`src/hw/tmb_pkg.sv`:
```
package tmb_pkg;
    localparam int          CNT_W          = 16;
    localparam logic [15:0] CNT_RESET      = 16'h0000;
    localparam logic [15:0] CNT_MAX        = 16'hffff;
    localparam logic [15:0] IRQ_VECTOR     = 16'h0004;
    localparam logic [7:0]  BYTE_RESET     = 8'h00;

    // Timer control register fields
    localparam int          CTL_COUNTER_ON = 0;
    localparam int          CTL_CLK_SRC    = 1;
    localparam int          CTL_SYNC_SEL   = 2;
    localparam int          CTL_OSC_EN     = 3;
    localparam int          CTL_GATE_EN    = 6;
    localparam int          CTL_GATE_INV   = 7;

    // Capture/compare modes
    localparam logic [1:0]  CC_OFF         = 2'h0;
    localparam logic [1:0]  CC_CAPTURE     = 2'h1;
    localparam logic [1:0]  CC_COMPARE     = 2'h2;
    localparam logic [1:0]  CC_SPECIAL     = 2'h3;

    // Controller register offsets
    localparam logic [3:0]  REG_CTRL       = 4'h0;
    localparam logic [3:0]  REG_CNT_LO     = 4'h1;
    localparam logic [3:0]  REG_CNT_HI     = 4'h2;
    localparam logic [3:0]  REG_FLAG       = 4'h3;
    localparam logic [3:0]  REG_ENABLE     = 4'h4;
    localparam logic [3:0]  REG_IRQ_CTL    = 4'h5;
    localparam logic [3:0]  REG_CC_LO      = 4'h6;
    localparam logic [3:0]  REG_CC_HI      = 4'h7;
    localparam logic [3:0]  REG_CC_CTL     = 4'h8;

    // Flag / enable / irq control / cc control fields
    localparam int          FLG_ROLLOVER   = 0;
    localparam int          FLG_CC         = 1;
    localparam int          IRQ_PERIPH     = 6;
    localparam int          IRQ_GLOBAL     = 7;
    localparam int          CCC_GATE_SRC   = 2;
    localparam int          CCC_CMP_SYNC   = 3;
endpackage

```
`src/hw/tmb_link_if.sv`:
```
`timescale 1ns/1ps
`default_nettype none
interface tmb_link_if;
    logic [7:0]  timer_control_reg;
    logic        cnt_wr_lo;
    logic        cnt_wr_hi;
    logic        cc_wr_lo;
    logic        cc_wr_hi;
    logic [7:0]  wr_data;
    logic        flag_clr;
    logic        rollover_irq_enable;
    logic        peripheral_irq_enable;
    logic        global_irq_enable;
    logic [1:0]  cc_mode;
    logic        cap_evt;
    logic        gate_src_sel;
    logic        second_comparator_out;
    logic        sleep;
    logic [15:0] count;
    logic [15:0] cc_val;
    logic        rollover_flag;
    logic        irq_req;
    logic        wake;
    logic        vector_branch;
    logic        cmp_evt;
    logic        inc_tick;

    modport dev (
        input  timer_control_reg, cnt_wr_lo, cnt_wr_hi, cc_wr_lo, cc_wr_hi, wr_data, flag_clr,
               rollover_irq_enable, peripheral_irq_enable, global_irq_enable, cc_mode, cap_evt,
               gate_src_sel, second_comparator_out, sleep,
        output count, cc_val, rollover_flag, irq_req, wake, vector_branch, cmp_evt, inc_tick
    );
    modport host (
        output timer_control_reg, cnt_wr_lo, cnt_wr_hi, cc_wr_lo, cc_wr_hi, wr_data, flag_clr,
               rollover_irq_enable, peripheral_irq_enable, global_irq_enable, cc_mode, cap_evt,
               gate_src_sel, second_comparator_out, sleep,
        input  count, cc_val, rollover_flag, irq_req, wake, vector_branch, cmp_evt, inc_tick
    );
endinterface
`default_nettype wire

```
`src/hw/tmb_timer.sv`:
```
`timescale 1ns/1ps
`default_nettype none
module tmb_timer
    import tmb_pkg::*;
(
    input  wire logic ref_clk,    // System clock
    input  wire logic rstn,       // Async reset, active low
    input  wire logic ce,         // Clock enable, freezes state when low
    input  wire logic ext_tick,   // External clock pulse, one cycle per edge
    input  wire logic gate_pin,   // Gate pin level
    tmb_link_if.dev   link        // Link to controller
);

    ////////////////////////////////////////////////////////////////////////
    logic [15:0] count_q;
    logic [15:0] count_d;
    logic [15:0] cc_q;
    logic        flag_q;
    logic        match_q;
    logic        tick_q;
    logic        wake_q;
    logic        vec_q;
    logic        cmp_evt_q;

    logic        counter_on;
    logic        clock_source_select;
    logic        sync_select;
    logic        gate_enable;
    logic        gate_invert;
    logic        async_mode;
    logic        run_ok;
    logic        src_tick;
    logic        gate_sel;
    logic        gate_ok;
    logic        inc;
    logic        match;
    logic        sev;
    logic        cnt_wr;
    logic        wrap;
    logic        wake_cond;
    logic        cmp_mode;
    logic        spec_mode;
    logic        cap_mode;
    logic [1:0]  cnt_lane_wr;
    logic [1:0]  cc_lane_wr;
    logic [15:0] cnt_wr_val;
    logic [15:0] cc_wr_val;

    assign counter_on          = link.timer_control_reg[CTL_COUNTER_ON];
    assign clock_source_select = link.timer_control_reg[CTL_CLK_SRC];
    assign sync_select         = link.timer_control_reg[CTL_SYNC_SEL];
    assign gate_enable         = link.timer_control_reg[CTL_GATE_EN];
    assign gate_invert         = link.timer_control_reg[CTL_GATE_INV];
    assign cmp_mode            = (link.cc_mode == CC_COMPARE) | (link.cc_mode == CC_SPECIAL);
    assign spec_mode           = (link.cc_mode == CC_SPECIAL);
    assign cap_mode            = (link.cc_mode == CC_CAPTURE);

    ////////////////////////////////////////////////////////////////////////
    // Increment qualification
    // Only the unsynchronised external count keeps running in sleep;
    // the system clock path is assumed stopped there.
    assign async_mode = clock_source_select & sync_select;
    assign run_ok     = ~link.sleep | async_mode;
    assign src_tick   = clock_source_select ? ext_tick : 1'b1;
    assign gate_sel   = link.gate_src_sel ? link.second_comparator_out : gate_pin;
    // Gate is active low unless inverted
    assign gate_ok    = ~gate_enable | (gate_invert ? gate_sel : ~gate_sel);
    assign inc        = counter_on & src_tick & run_ok & gate_ok;

    ////////////////////////////////////////////////////////////////////////
    // Compare and special event
    assign match  = cmp_mode & (count_q == cc_q);
    assign sev    = match & spec_mode;
    assign cnt_wr = link.cnt_wr_lo | link.cnt_wr_hi;
    assign wrap   = inc & ~cnt_wr & ~sev & (count_q == CNT_MAX);

    // Byte lanes: a write replaces its own byte only, the other half is not latched
    assign cnt_lane_wr = {link.cnt_wr_hi, link.cnt_wr_lo};
    assign cc_lane_wr  = {link.cc_wr_hi, link.cc_wr_lo};
    for (genvar b = 0; b < 2; b++) begin : g_lane
        assign cnt_wr_val[8*b +: 8] = cnt_lane_wr[b] ? link.wr_data : count_q[8*b +: 8];
        assign cc_wr_val[8*b +: 8]  = cc_lane_wr[b] ? link.wr_data : cc_q[8*b +: 8];
    end

    always_comb begin
        count_d = count_q;
        if (cnt_wr) begin
            count_d = cnt_wr_val;
        end else if (sev) begin
            count_d = CNT_RESET;
        end else if (inc) begin
            count_d = count_q + 16'h0001;
        end
    end

    always_ff @(posedge ref_clk or negedge rstn) begin
        if (!rstn) begin
            count_q <= CNT_RESET;
        end else if (ce) begin
            count_q <= count_d;
        end
    end

    ////////////////////////////////////////////////////////////////////////
    // Capture/compare register pair
    always_ff @(posedge ref_clk or negedge rstn) begin
        if (!rstn) begin
            cc_q <= CNT_RESET;
        end else if (ce) begin
            // Capture wins over a byte write in the same cycle
            if (link.cap_evt && cap_mode) begin
                cc_q <= count_q;
            end else if (|cc_lane_wr) begin
                cc_q <= cc_wr_val;
            end
        end
    end

    // One event per arrival at the match value, not one per cycle held
    always_ff @(posedge ref_clk or negedge rstn) begin
        if (!rstn) begin
            match_q   <= 1'b0;
            cmp_evt_q <= 1'b0;
        end else if (ce) begin
            match_q   <= match;
            cmp_evt_q <= match & ~match_q;
        end
    end

    ////////////////////////////////////////////////////////////////////////
    // Rollover flag: a wrap in the clearing cycle wins over the clear
    always_ff @(posedge ref_clk or negedge rstn) begin
        if (!rstn) begin
            flag_q <= 1'b0;
        end else if (ce) begin
            if (wrap) begin
                flag_q <= 1'b1;
            end else if (link.flag_clr) begin
                flag_q <= 1'b0;
            end
        end
    end

    ////////////////////////////////////////////////////////////////////////
    // Wake from sleep on overflow
    assign wake_cond = link.sleep & wrap & counter_on
                       & link.rollover_irq_enable & link.peripheral_irq_enable;

    always_ff @(posedge ref_clk or negedge rstn) begin
        if (!rstn) begin
            wake_q <= 1'b0;
        end else if (ce) begin
            wake_q <= wake_cond;
        end
    end

    // Branch to the vector only when the global enable is also set
    always_ff @(posedge ref_clk or negedge rstn) begin
        if (!rstn) begin
            vec_q <= 1'b0;
        end else if (ce) begin
            vec_q <= wake_cond & link.global_irq_enable;
        end
    end

    // Increment clock for comparator resampling
    always_ff @(posedge ref_clk or negedge rstn) begin
        if (!rstn) begin
            tick_q <= 1'b0;
        end else if (ce) begin
            tick_q <= inc;
        end
    end

    ////////////////////////////////////////////////////////////////////////
    assign link.count         = count_q;
    assign link.cc_val        = cc_q;
    assign link.rollover_flag = flag_q;
    assign link.irq_req       = flag_q & link.rollover_irq_enable
                                & link.peripheral_irq_enable & link.global_irq_enable;
    assign link.wake          = wake_q;
    assign link.vector_branch = vec_q;
    assign link.cmp_evt       = cmp_evt_q;
    assign link.inc_tick      = tick_q;

endmodule
`default_nettype wire

```
`src/flat_wrapper.sv`:
```
// flat-port wrapper written by rule: the top's interface ports become plain ports
module tmb_timer_flat import tmb_pkg::*;
  (ref_clk, rstn, ce, ext_tick, gate_pin, link_timer_control_reg, link_cnt_wr_lo, link_cnt_wr_hi, link_cc_wr_lo, link_cc_wr_hi, link_wr_data, link_flag_clr, link_rollover_irq_enable, link_peripheral_irq_enable, link_global_irq_enable, link_cc_mode, link_cap_evt, link_gate_src_sel, link_second_comparator_out, link_sleep, link_count, link_cc_val, link_rollover_flag, link_irq_req, link_wake, link_vector_branch, link_cmp_evt, link_inc_tick);
  tmb_link_if link_i ();
  input  wire logic ref_clk;
  input  wire logic rstn;
  input  wire logic ce;
  input  wire logic ext_tick;
  input  wire logic gate_pin;
  input wire logic [$bits(link_i.timer_control_reg)-1:0] link_timer_control_reg;
  input wire logic [$bits(link_i.cnt_wr_lo)-1:0] link_cnt_wr_lo;
  input wire logic [$bits(link_i.cnt_wr_hi)-1:0] link_cnt_wr_hi;
  input wire logic [$bits(link_i.cc_wr_lo)-1:0] link_cc_wr_lo;
  input wire logic [$bits(link_i.cc_wr_hi)-1:0] link_cc_wr_hi;
  input wire logic [$bits(link_i.wr_data)-1:0] link_wr_data;
  input wire logic [$bits(link_i.flag_clr)-1:0] link_flag_clr;
  input wire logic [$bits(link_i.rollover_irq_enable)-1:0] link_rollover_irq_enable;
  input wire logic [$bits(link_i.peripheral_irq_enable)-1:0] link_peripheral_irq_enable;
  input wire logic [$bits(link_i.global_irq_enable)-1:0] link_global_irq_enable;
  input wire logic [$bits(link_i.cc_mode)-1:0] link_cc_mode;
  input wire logic [$bits(link_i.cap_evt)-1:0] link_cap_evt;
  input wire logic [$bits(link_i.gate_src_sel)-1:0] link_gate_src_sel;
  input wire logic [$bits(link_i.second_comparator_out)-1:0] link_second_comparator_out;
  input wire logic [$bits(link_i.sleep)-1:0] link_sleep;
  output wire logic [$bits(link_i.count)-1:0] link_count;
  output wire logic [$bits(link_i.cc_val)-1:0] link_cc_val;
  output wire logic [$bits(link_i.rollover_flag)-1:0] link_rollover_flag;
  output wire logic [$bits(link_i.irq_req)-1:0] link_irq_req;
  output wire logic [$bits(link_i.wake)-1:0] link_wake;
  output wire logic [$bits(link_i.vector_branch)-1:0] link_vector_branch;
  output wire logic [$bits(link_i.cmp_evt)-1:0] link_cmp_evt;
  output wire logic [$bits(link_i.inc_tick)-1:0] link_inc_tick;
  assign link_i.timer_control_reg = link_timer_control_reg;
  assign link_i.cnt_wr_lo = link_cnt_wr_lo;
  assign link_i.cnt_wr_hi = link_cnt_wr_hi;
  assign link_i.cc_wr_lo = link_cc_wr_lo;
  assign link_i.cc_wr_hi = link_cc_wr_hi;
  assign link_i.wr_data = link_wr_data;
  assign link_i.flag_clr = link_flag_clr;
  assign link_i.rollover_irq_enable = link_rollover_irq_enable;
  assign link_i.peripheral_irq_enable = link_peripheral_irq_enable;
  assign link_i.global_irq_enable = link_global_irq_enable;
  assign link_i.cc_mode = link_cc_mode;
  assign link_i.cap_evt = link_cap_evt;
  assign link_i.gate_src_sel = link_gate_src_sel;
  assign link_i.second_comparator_out = link_second_comparator_out;
  assign link_i.sleep = link_sleep;
  assign link_count = link_i.count;
  assign link_cc_val = link_i.cc_val;
  assign link_rollover_flag = link_i.rollover_flag;
  assign link_irq_req = link_i.irq_req;
  assign link_wake = link_i.wake;
  assign link_vector_branch = link_i.vector_branch;
  assign link_cmp_evt = link_i.cmp_evt;
  assign link_inc_tick = link_i.inc_tick;
  tmb_timer u_core (.ref_clk(ref_clk), .rstn(rstn), .ce(ce), .ext_tick(ext_tick), .gate_pin(gate_pin), .link(link_i));
endmodule
```
`config.mk`:
```
export PLATFORM = sky130hd
export DESIGN_NAME = tmb_timer_flat
export DESIGN_NICKNAME = d
export VERILOG_FILES = /design/src/hw/tmb_pkg.sv /design/src/hw/tmb_link_if.sv /design/src/hw/tmb_timer.sv /design/src/flat_wrapper.sv
export SDC_FILE = /design/constraint.sdc
export NUM_CORES = 1
export LEC_CHECK = 0
export ABC_AREA = 1
export BUFFER_PORTS_ARGS = -buffer_cell sky130_fd_sc_hd__buf_2
export CORE_AREA = 2 2 84 66
export CTS_CLUSTER_DIAMETER = 200
export DETAILED_ROUTE_END_ITERATION = 8
export DIE_AREA = 0 0 86 68
export PLACE_DENSITY = 0.79
export RECOVER_POWER = 50
export SLEW_MARGIN = 20
export SYNTH_ARGS = -nofsm -noshare
export SYNTH_HDL_FRONTEND = slang
export SYNTH_SLANG_ARGS = --single-unit
```
`constraint.sdc`:
```
create_clock -name ref_clk -period 2.2 [get_ports ref_clk]
set_clock_uncertainty 0.05 [all_clocks]
set_input_delay 0.22 -clock ref_clk [delete_from_list [all_inputs] [get_ports ref_clk]]
set_output_delay 0.22 -clock ref_clk [all_outputs]
set_load 0.05 [all_outputs]
```
# Word-level counts from Yosys, hierarchy flattened
# Index checks and enable logic that the tools add are counted.
[totals] reg_bits=38 latch_bits=0 ram_bits=0 romBits=0 inputBits=35 out_inout_bits=38 elab_cells=72 n_memories=0
[op_classes] add_sub_neg=1 mul=0 n_div=0 n_lt_le_gt_ge=0 n_eq_ne=7 shift=0 n_mux=14 bitwise=28 reduce_logical=12
[op_table] op="16-bit 2-to-1 mux" count=5
[op_table] op="8-bit 2-to-1 mux" count=4
[op_table] op="1-bit bitwise AND" count=18
[op_table] op="16-bit by 1-bit adder with 16-bit output (second input constant)" count=1
[op_table] op="16-bit == test" count=1
[op_table] op="16-bit == test (second input constant)" count=1
[op_table] op="3-bit AND reduction" count=4
[op_table] op="2-bit nonzero test" count=4
[op_table] op="1-bit NOT" count=6
[op_table] op="1-bit 2-to-1 mux" count=5
[op_table] op="2-bit == test (second input constant)" count=2
[op_table] op="2-bit != test (second input constant)" count=2
[op_table] op="1-bit bitwise OR" count=4
[op_table] op="3-bit nonzero test" count=1
[op_table] op="2-bit by 1-bit == test with 1-bit output (second input constant)" count=1
[op_table] op="2-bit AND reduction" count=1
[op_table] op="2-bit OR reduction" count=1
[op_table] op="1-bit logical AND" count=1

# Longest topological paths before layout
[depth] ltp_word=13 mapped_depth=12 depth_no_buf=12

# Worst setup path after synthesis
# OpenSTA, ideal clock, no wires.
[synth_timing] path_kind="reg2reg" start="reg u_core.count_q[1], in the netlist u_core.link.count[1]" end="reg u_core.vec_q, in the netlist u_core.link.vector_branch" setup_time_ns=0.077 arrival_ns=1.868 required_time_ns=2.073 setup_slack_ns=0.205 stages_incl_launch_ff=10 n_path_buf=0 synth_period_minus_slack_ns=1.995 cell_sequence="dfrtp_1 > ha_1 > nand2_1 > nor2_1 > nand2_1 > nor3_4 > nand3_1 > nor2_1 > nand4_1 > o21ai_1"
[synth_between] elab_chain_len=11
[synth_rtl] item="from (decl)" line="tmb_timer.sv:15" rtl="logic [15:0] count_q;"
[synth_rtl] item="from (signal assigned)" line="tmb_timer.sv:100" rtl="count_q <= count_d;"
[synth_rtl] item="16-bit == test" line="tmb_timer.sv:72" rtl="assign match = cmp_mode & (count_q == cc_q);"
[synth_rtl] item="1-bit bitwise AND" line="tmb_timer.sv:72"
[synth_rtl] item="1-bit bitwise AND" line="tmb_timer.sv:73" rtl="assign sev = match & spec_mode;"
[synth_rtl] item="1-bit NOT" line="tmb_timer.sv:75" rtl="assign wrap = inc & ~cnt_wr & ~sev & (count_q == CNT_MAX);"
[synth_rtl] item="1-bit bitwise AND" line="tmb_timer.sv:75"
[synth_rtl] item="1-bit bitwise AND (*)" line="tmb_timer.sv:75"
[synth_rtl] item="1-bit bitwise AND (*) (2 in series)" line="tmb_timer.sv:146" rtl="assign wake_cond = link.sleep & wrap & counter_on"
[synth_rtl] item="1-bit bitwise AND (*) (2 in series)" line="tmb_timer.sv:147" rtl="& link.rollover_irq_enable & link.peripheral_irq_enable;"
[synth_rtl] item="1-bit bitwise AND (*)" line="tmb_timer.sv:162" rtl="vec_q <= wake_cond & link.global_irq_enable;"
[synth_rtl] item="to (signal assigned)" line="tmb_timer.sv:162"
[synth_rtl] item="to (decl)" line="tmb_timer.sv:22" rtl="logic vec_q;"
# Every way passes the cells marked *; elsewhere a longest branch is shown, timed or not.
# A chain may end at the register's enable or synchronous reset.

# Worst setup path after layout
[layout_timing] start="reg u_core.count_q[0], in the netlist u_core.link.count[0]" end="reg u_core.vec_q, in the netlist u_core.link.vector_branch"
# The elaborated chain is that of the path after synthesis.

==> flow_summary_export.csv <==
group,metric,value,unit
run_status,status,"completed",
synth,ys_types,29,
worst_setup_path,r2r_start,"u_core.link.count[0]",
routing,antenna_left,0,
clocking,cts.reportedPaths.clkPinSlew,0.08,ns
placement,place_congestion,0.944,
layout,num_antenna_cells,0,
floorplan,die_h,68,um
worst_setup_path,crit_slowest_cell,"dfrtp_1",
sta,finalMaxSlewViolations,0,
synth,synth_warnings,0,
floorplan,start_util,50.8,%
layout,drive_above_1_share,21.4,%
clocking,htreeDepth,2,
clocking,hold_buffers,0,
global_routing,grt_util_met1,38.5,%
placement,numPortBuffers,69,
power,finalPower,2.47,mW
synth,yosys_most_used_dff,"dfrtp_1",
floorplan,core,5090,um^2
worst_setup_path,worst-path-max-fanout,6,
worst_setup_path,crit_chain,"ha_1, nand2_1, nor2_1, nand2_1, nor3_4, nand3_1, nor2_1, nand4_1, o21ai_1",
floorplan,num_rows,23,
routing,totalWireLength,7.59,mm
sta,max_freq,530,MHz
synth,synthesis.area,2590,um^2
global_routing,antenna_found_initial,0,
worst_setup_path,cp_num_buf_inv,0,
synth,syn_inst,377,
placement,place_inst,513,
routing,firstDrtPassIters,5,
layout,area_delta_synth_final,21.3,%
worst_setup_path,critPathTopFamily,"simple AND/OR/NAND/NOR gates",
routing,drt-initial-drc-count,208,
global_routing,grt_overflow,0,
sta,rsz0062_at_grt,"no",
global_routing,grt_max_degree,39,
global_routing,grt_usage,27.2,%
worst_setup_path,crit_path_end_kind,"register",
floorplan,die_x,86,um
layout,finalNonFillerCells,521,
sta,setup_viol,0,
synth,synthArstFlopShare,100,%
worst_setup_path,crit_path_start_kind,"register",
worst_setup_path,cp.arrival,2.07,ns
synth,synth_nets,413,
sta,relSlewSlack,34.5,%
clocking,clk_path_buf_depth,2,
clocking,cts_tree,"built",
clocking,cts_inserted_buffers,5,
routing,route.detailed.drc,0,
synth,avgSynthCellArea,6.86,um^2
power,power.density,787,nW/um^2
worst_setup_path,required,2.38,ns
placement,dp_hpwl,5.96,mm
worst_hold_path,min_path_type,"in2async",
global_routing,grt_pass1_wl,12.0,mm
worst_setup_path,rrSetupSlack,0.31,ns
floorplan,io_pins,73,
flow_run,maxCapViolCount,0,
sta,fin_tns_setup,0,ns
layout,final_nets,494,
worst_setup_path,r2r_cells,9,
sta,whs,0.0134,ns
routing,wl_per_cell,14.6,um
sta,period_share,85.8,%
global_routing,grt_use_met2,41.0,%
sta,hold_viol_final,0,
power,power.leakage,1.64,nW
clocking,clock_latency,0.31,ns
synth,synth_top_cell_area_share,36.8,%
clocking,cts_setup_buffers,0,
worst_setup_path,r2r-end,"u_core.link.vector_branch",
clocking,post_cts_resized,0,
sta,worstMarginPinSlew,0.982,ns
synth,yosysTopAreaCell,"dfrtp_1",
floorplan,design.die.area,5850,um^2
synth,synthTopCellsByArea,"dfrtp_1 (37%), nand2_1 (22%), o21ai_0 (5.4%)",
synth,synth_seq_area_share,36.8,%
routing,viasPerCell,5.36,
global_routing,grt_pass1_vias,2497,
routing,vias,2794,
global_routing,busiest_layer,"met2",
power,ir_drop,483,uV
sta,min_period,1.89,ns
global_routing,grt_util_met3,6.88,%
clocking,cts-root-buf,"clkbuf_8",
clocking,clkSinkCount,38,
worst_setup_path,path_class,"reg2reg",
synth,ys_seq_elements,38,
worst_setup_path,cpPeakStageDelay,0.46,ns
synth,synth_edf_count,0,
## per-stage QoR
stage	instance area [um^2]	worst slack (ns)	util, %
after CTS	3160	0.307	62.0
after global placement	3070	0.337	60.3
after detailed placement	3070	0.324	60.3
after global routing	3140	0.103	61.6
final	3140	0.312	61.6
after floorplan	2590	0.205	-
## synthesized netlist by cell type (all sizes together), types with 5 or more instances
library cell and number:
nand2 156, inv 40, dfrtp 38, o21ai 33, nor2 29, nand3 23
nand4 11, xor2 11, nand3b 7, a21oi 5, a31oi 5, clkbuf 5
## per-layer routing
| metal | vias up | part of all wire [%] |
|---|---|---|
| met3 | 11 | 9.3 |
| met5 | - | 0 |
| li1 | 1361 | - |
| met4 | 0 | 1.2 |
| met2 | 122 | 43 |
| met1 | 1300 | 47 |
## cell usage in the layout (no fill, tap or decap), drive strengths merged
master | Yosys | final
o21ai | 33 | 33
nand3 | 23 | 23
dfrtp | 38 | 38
a31oi | 5 | 5
nor2 | 29 | 29
o211ai | 1 | 1
xnor2 | 2 | 2
a21oi | 5 | 5
clkinv | 2 | 3
ha | 1 | 1
nand4 | 11 | 11
inv | 40 | 40
buf | 4 | 63
clkbuf | 5 | 27
nand2 | 156 | 156
xor2 | 11 | 11
nor3 | 4 | 4
nand3b | 7 | 7
## flip-flops by register name, indices dropped and copies added, names as in the netlist
name	count
u_core.link.count	16
u_core.match_q	1
u_core.link.vector_branch	1
u_core.link.rollover_flag	1
u_core.link.cc_val	16
u_core.link.cmp_evt	1
u_core.link.wake	1
u_core.link.inc_tick	1
## how the worst max path moves through the flow
| stage | start | to | cells after the start |
|---|---|---|---|
| after global routing | u_core.link.count[0] | u_core.link.vector_branch | 9 |
| after CTS | u_core.link.count[1] | u_core.link.vector_branch | 9 |
| after global placement | u_core.link.count[1] | u_core.link.vector_branch | 9 |
| final | u_core.link.count[0] | u_core.link.vector_branch | 9 |
| after floorplan | u_core.link.count[1] | u_core.link.vector_branch | 9 |
| after detailed placement | u_core.link.count[1] | u_core.link.vector_branch | 9 |
## cell type report
cell class,count,area [um^2]
Inverter,42,168
Clock buffer,7,86.3
Fill cell,500,1960
Clock inverter,1,5.00
Multi-Input combinational cell,288,1420
Timing Repair Buffer,83,427
Sequential cell,38,951
Tap cell,62,77.6
## cell families (layout without fill, tap and decap cells)
family          after synthesis  in the layout  synth area share, %
flops                        38             38                 36.8
fa+ha+maj                     1              1                0.484
buf+inv                      51            133                 8.22
xor+xnor                     13             13                 4.40
compound gates               44             44                 8.85
simple gates                230            230                 41.3
## power by group
part           leakage [nW]  internal (mW)  switching (mW)
Combinational          1.12          0.279           0.754
Sequential            0.476          0.793           0.119
Clock                0.0482          0.253           0.271
Note: power is estimated with default switching activity, not from simulation.
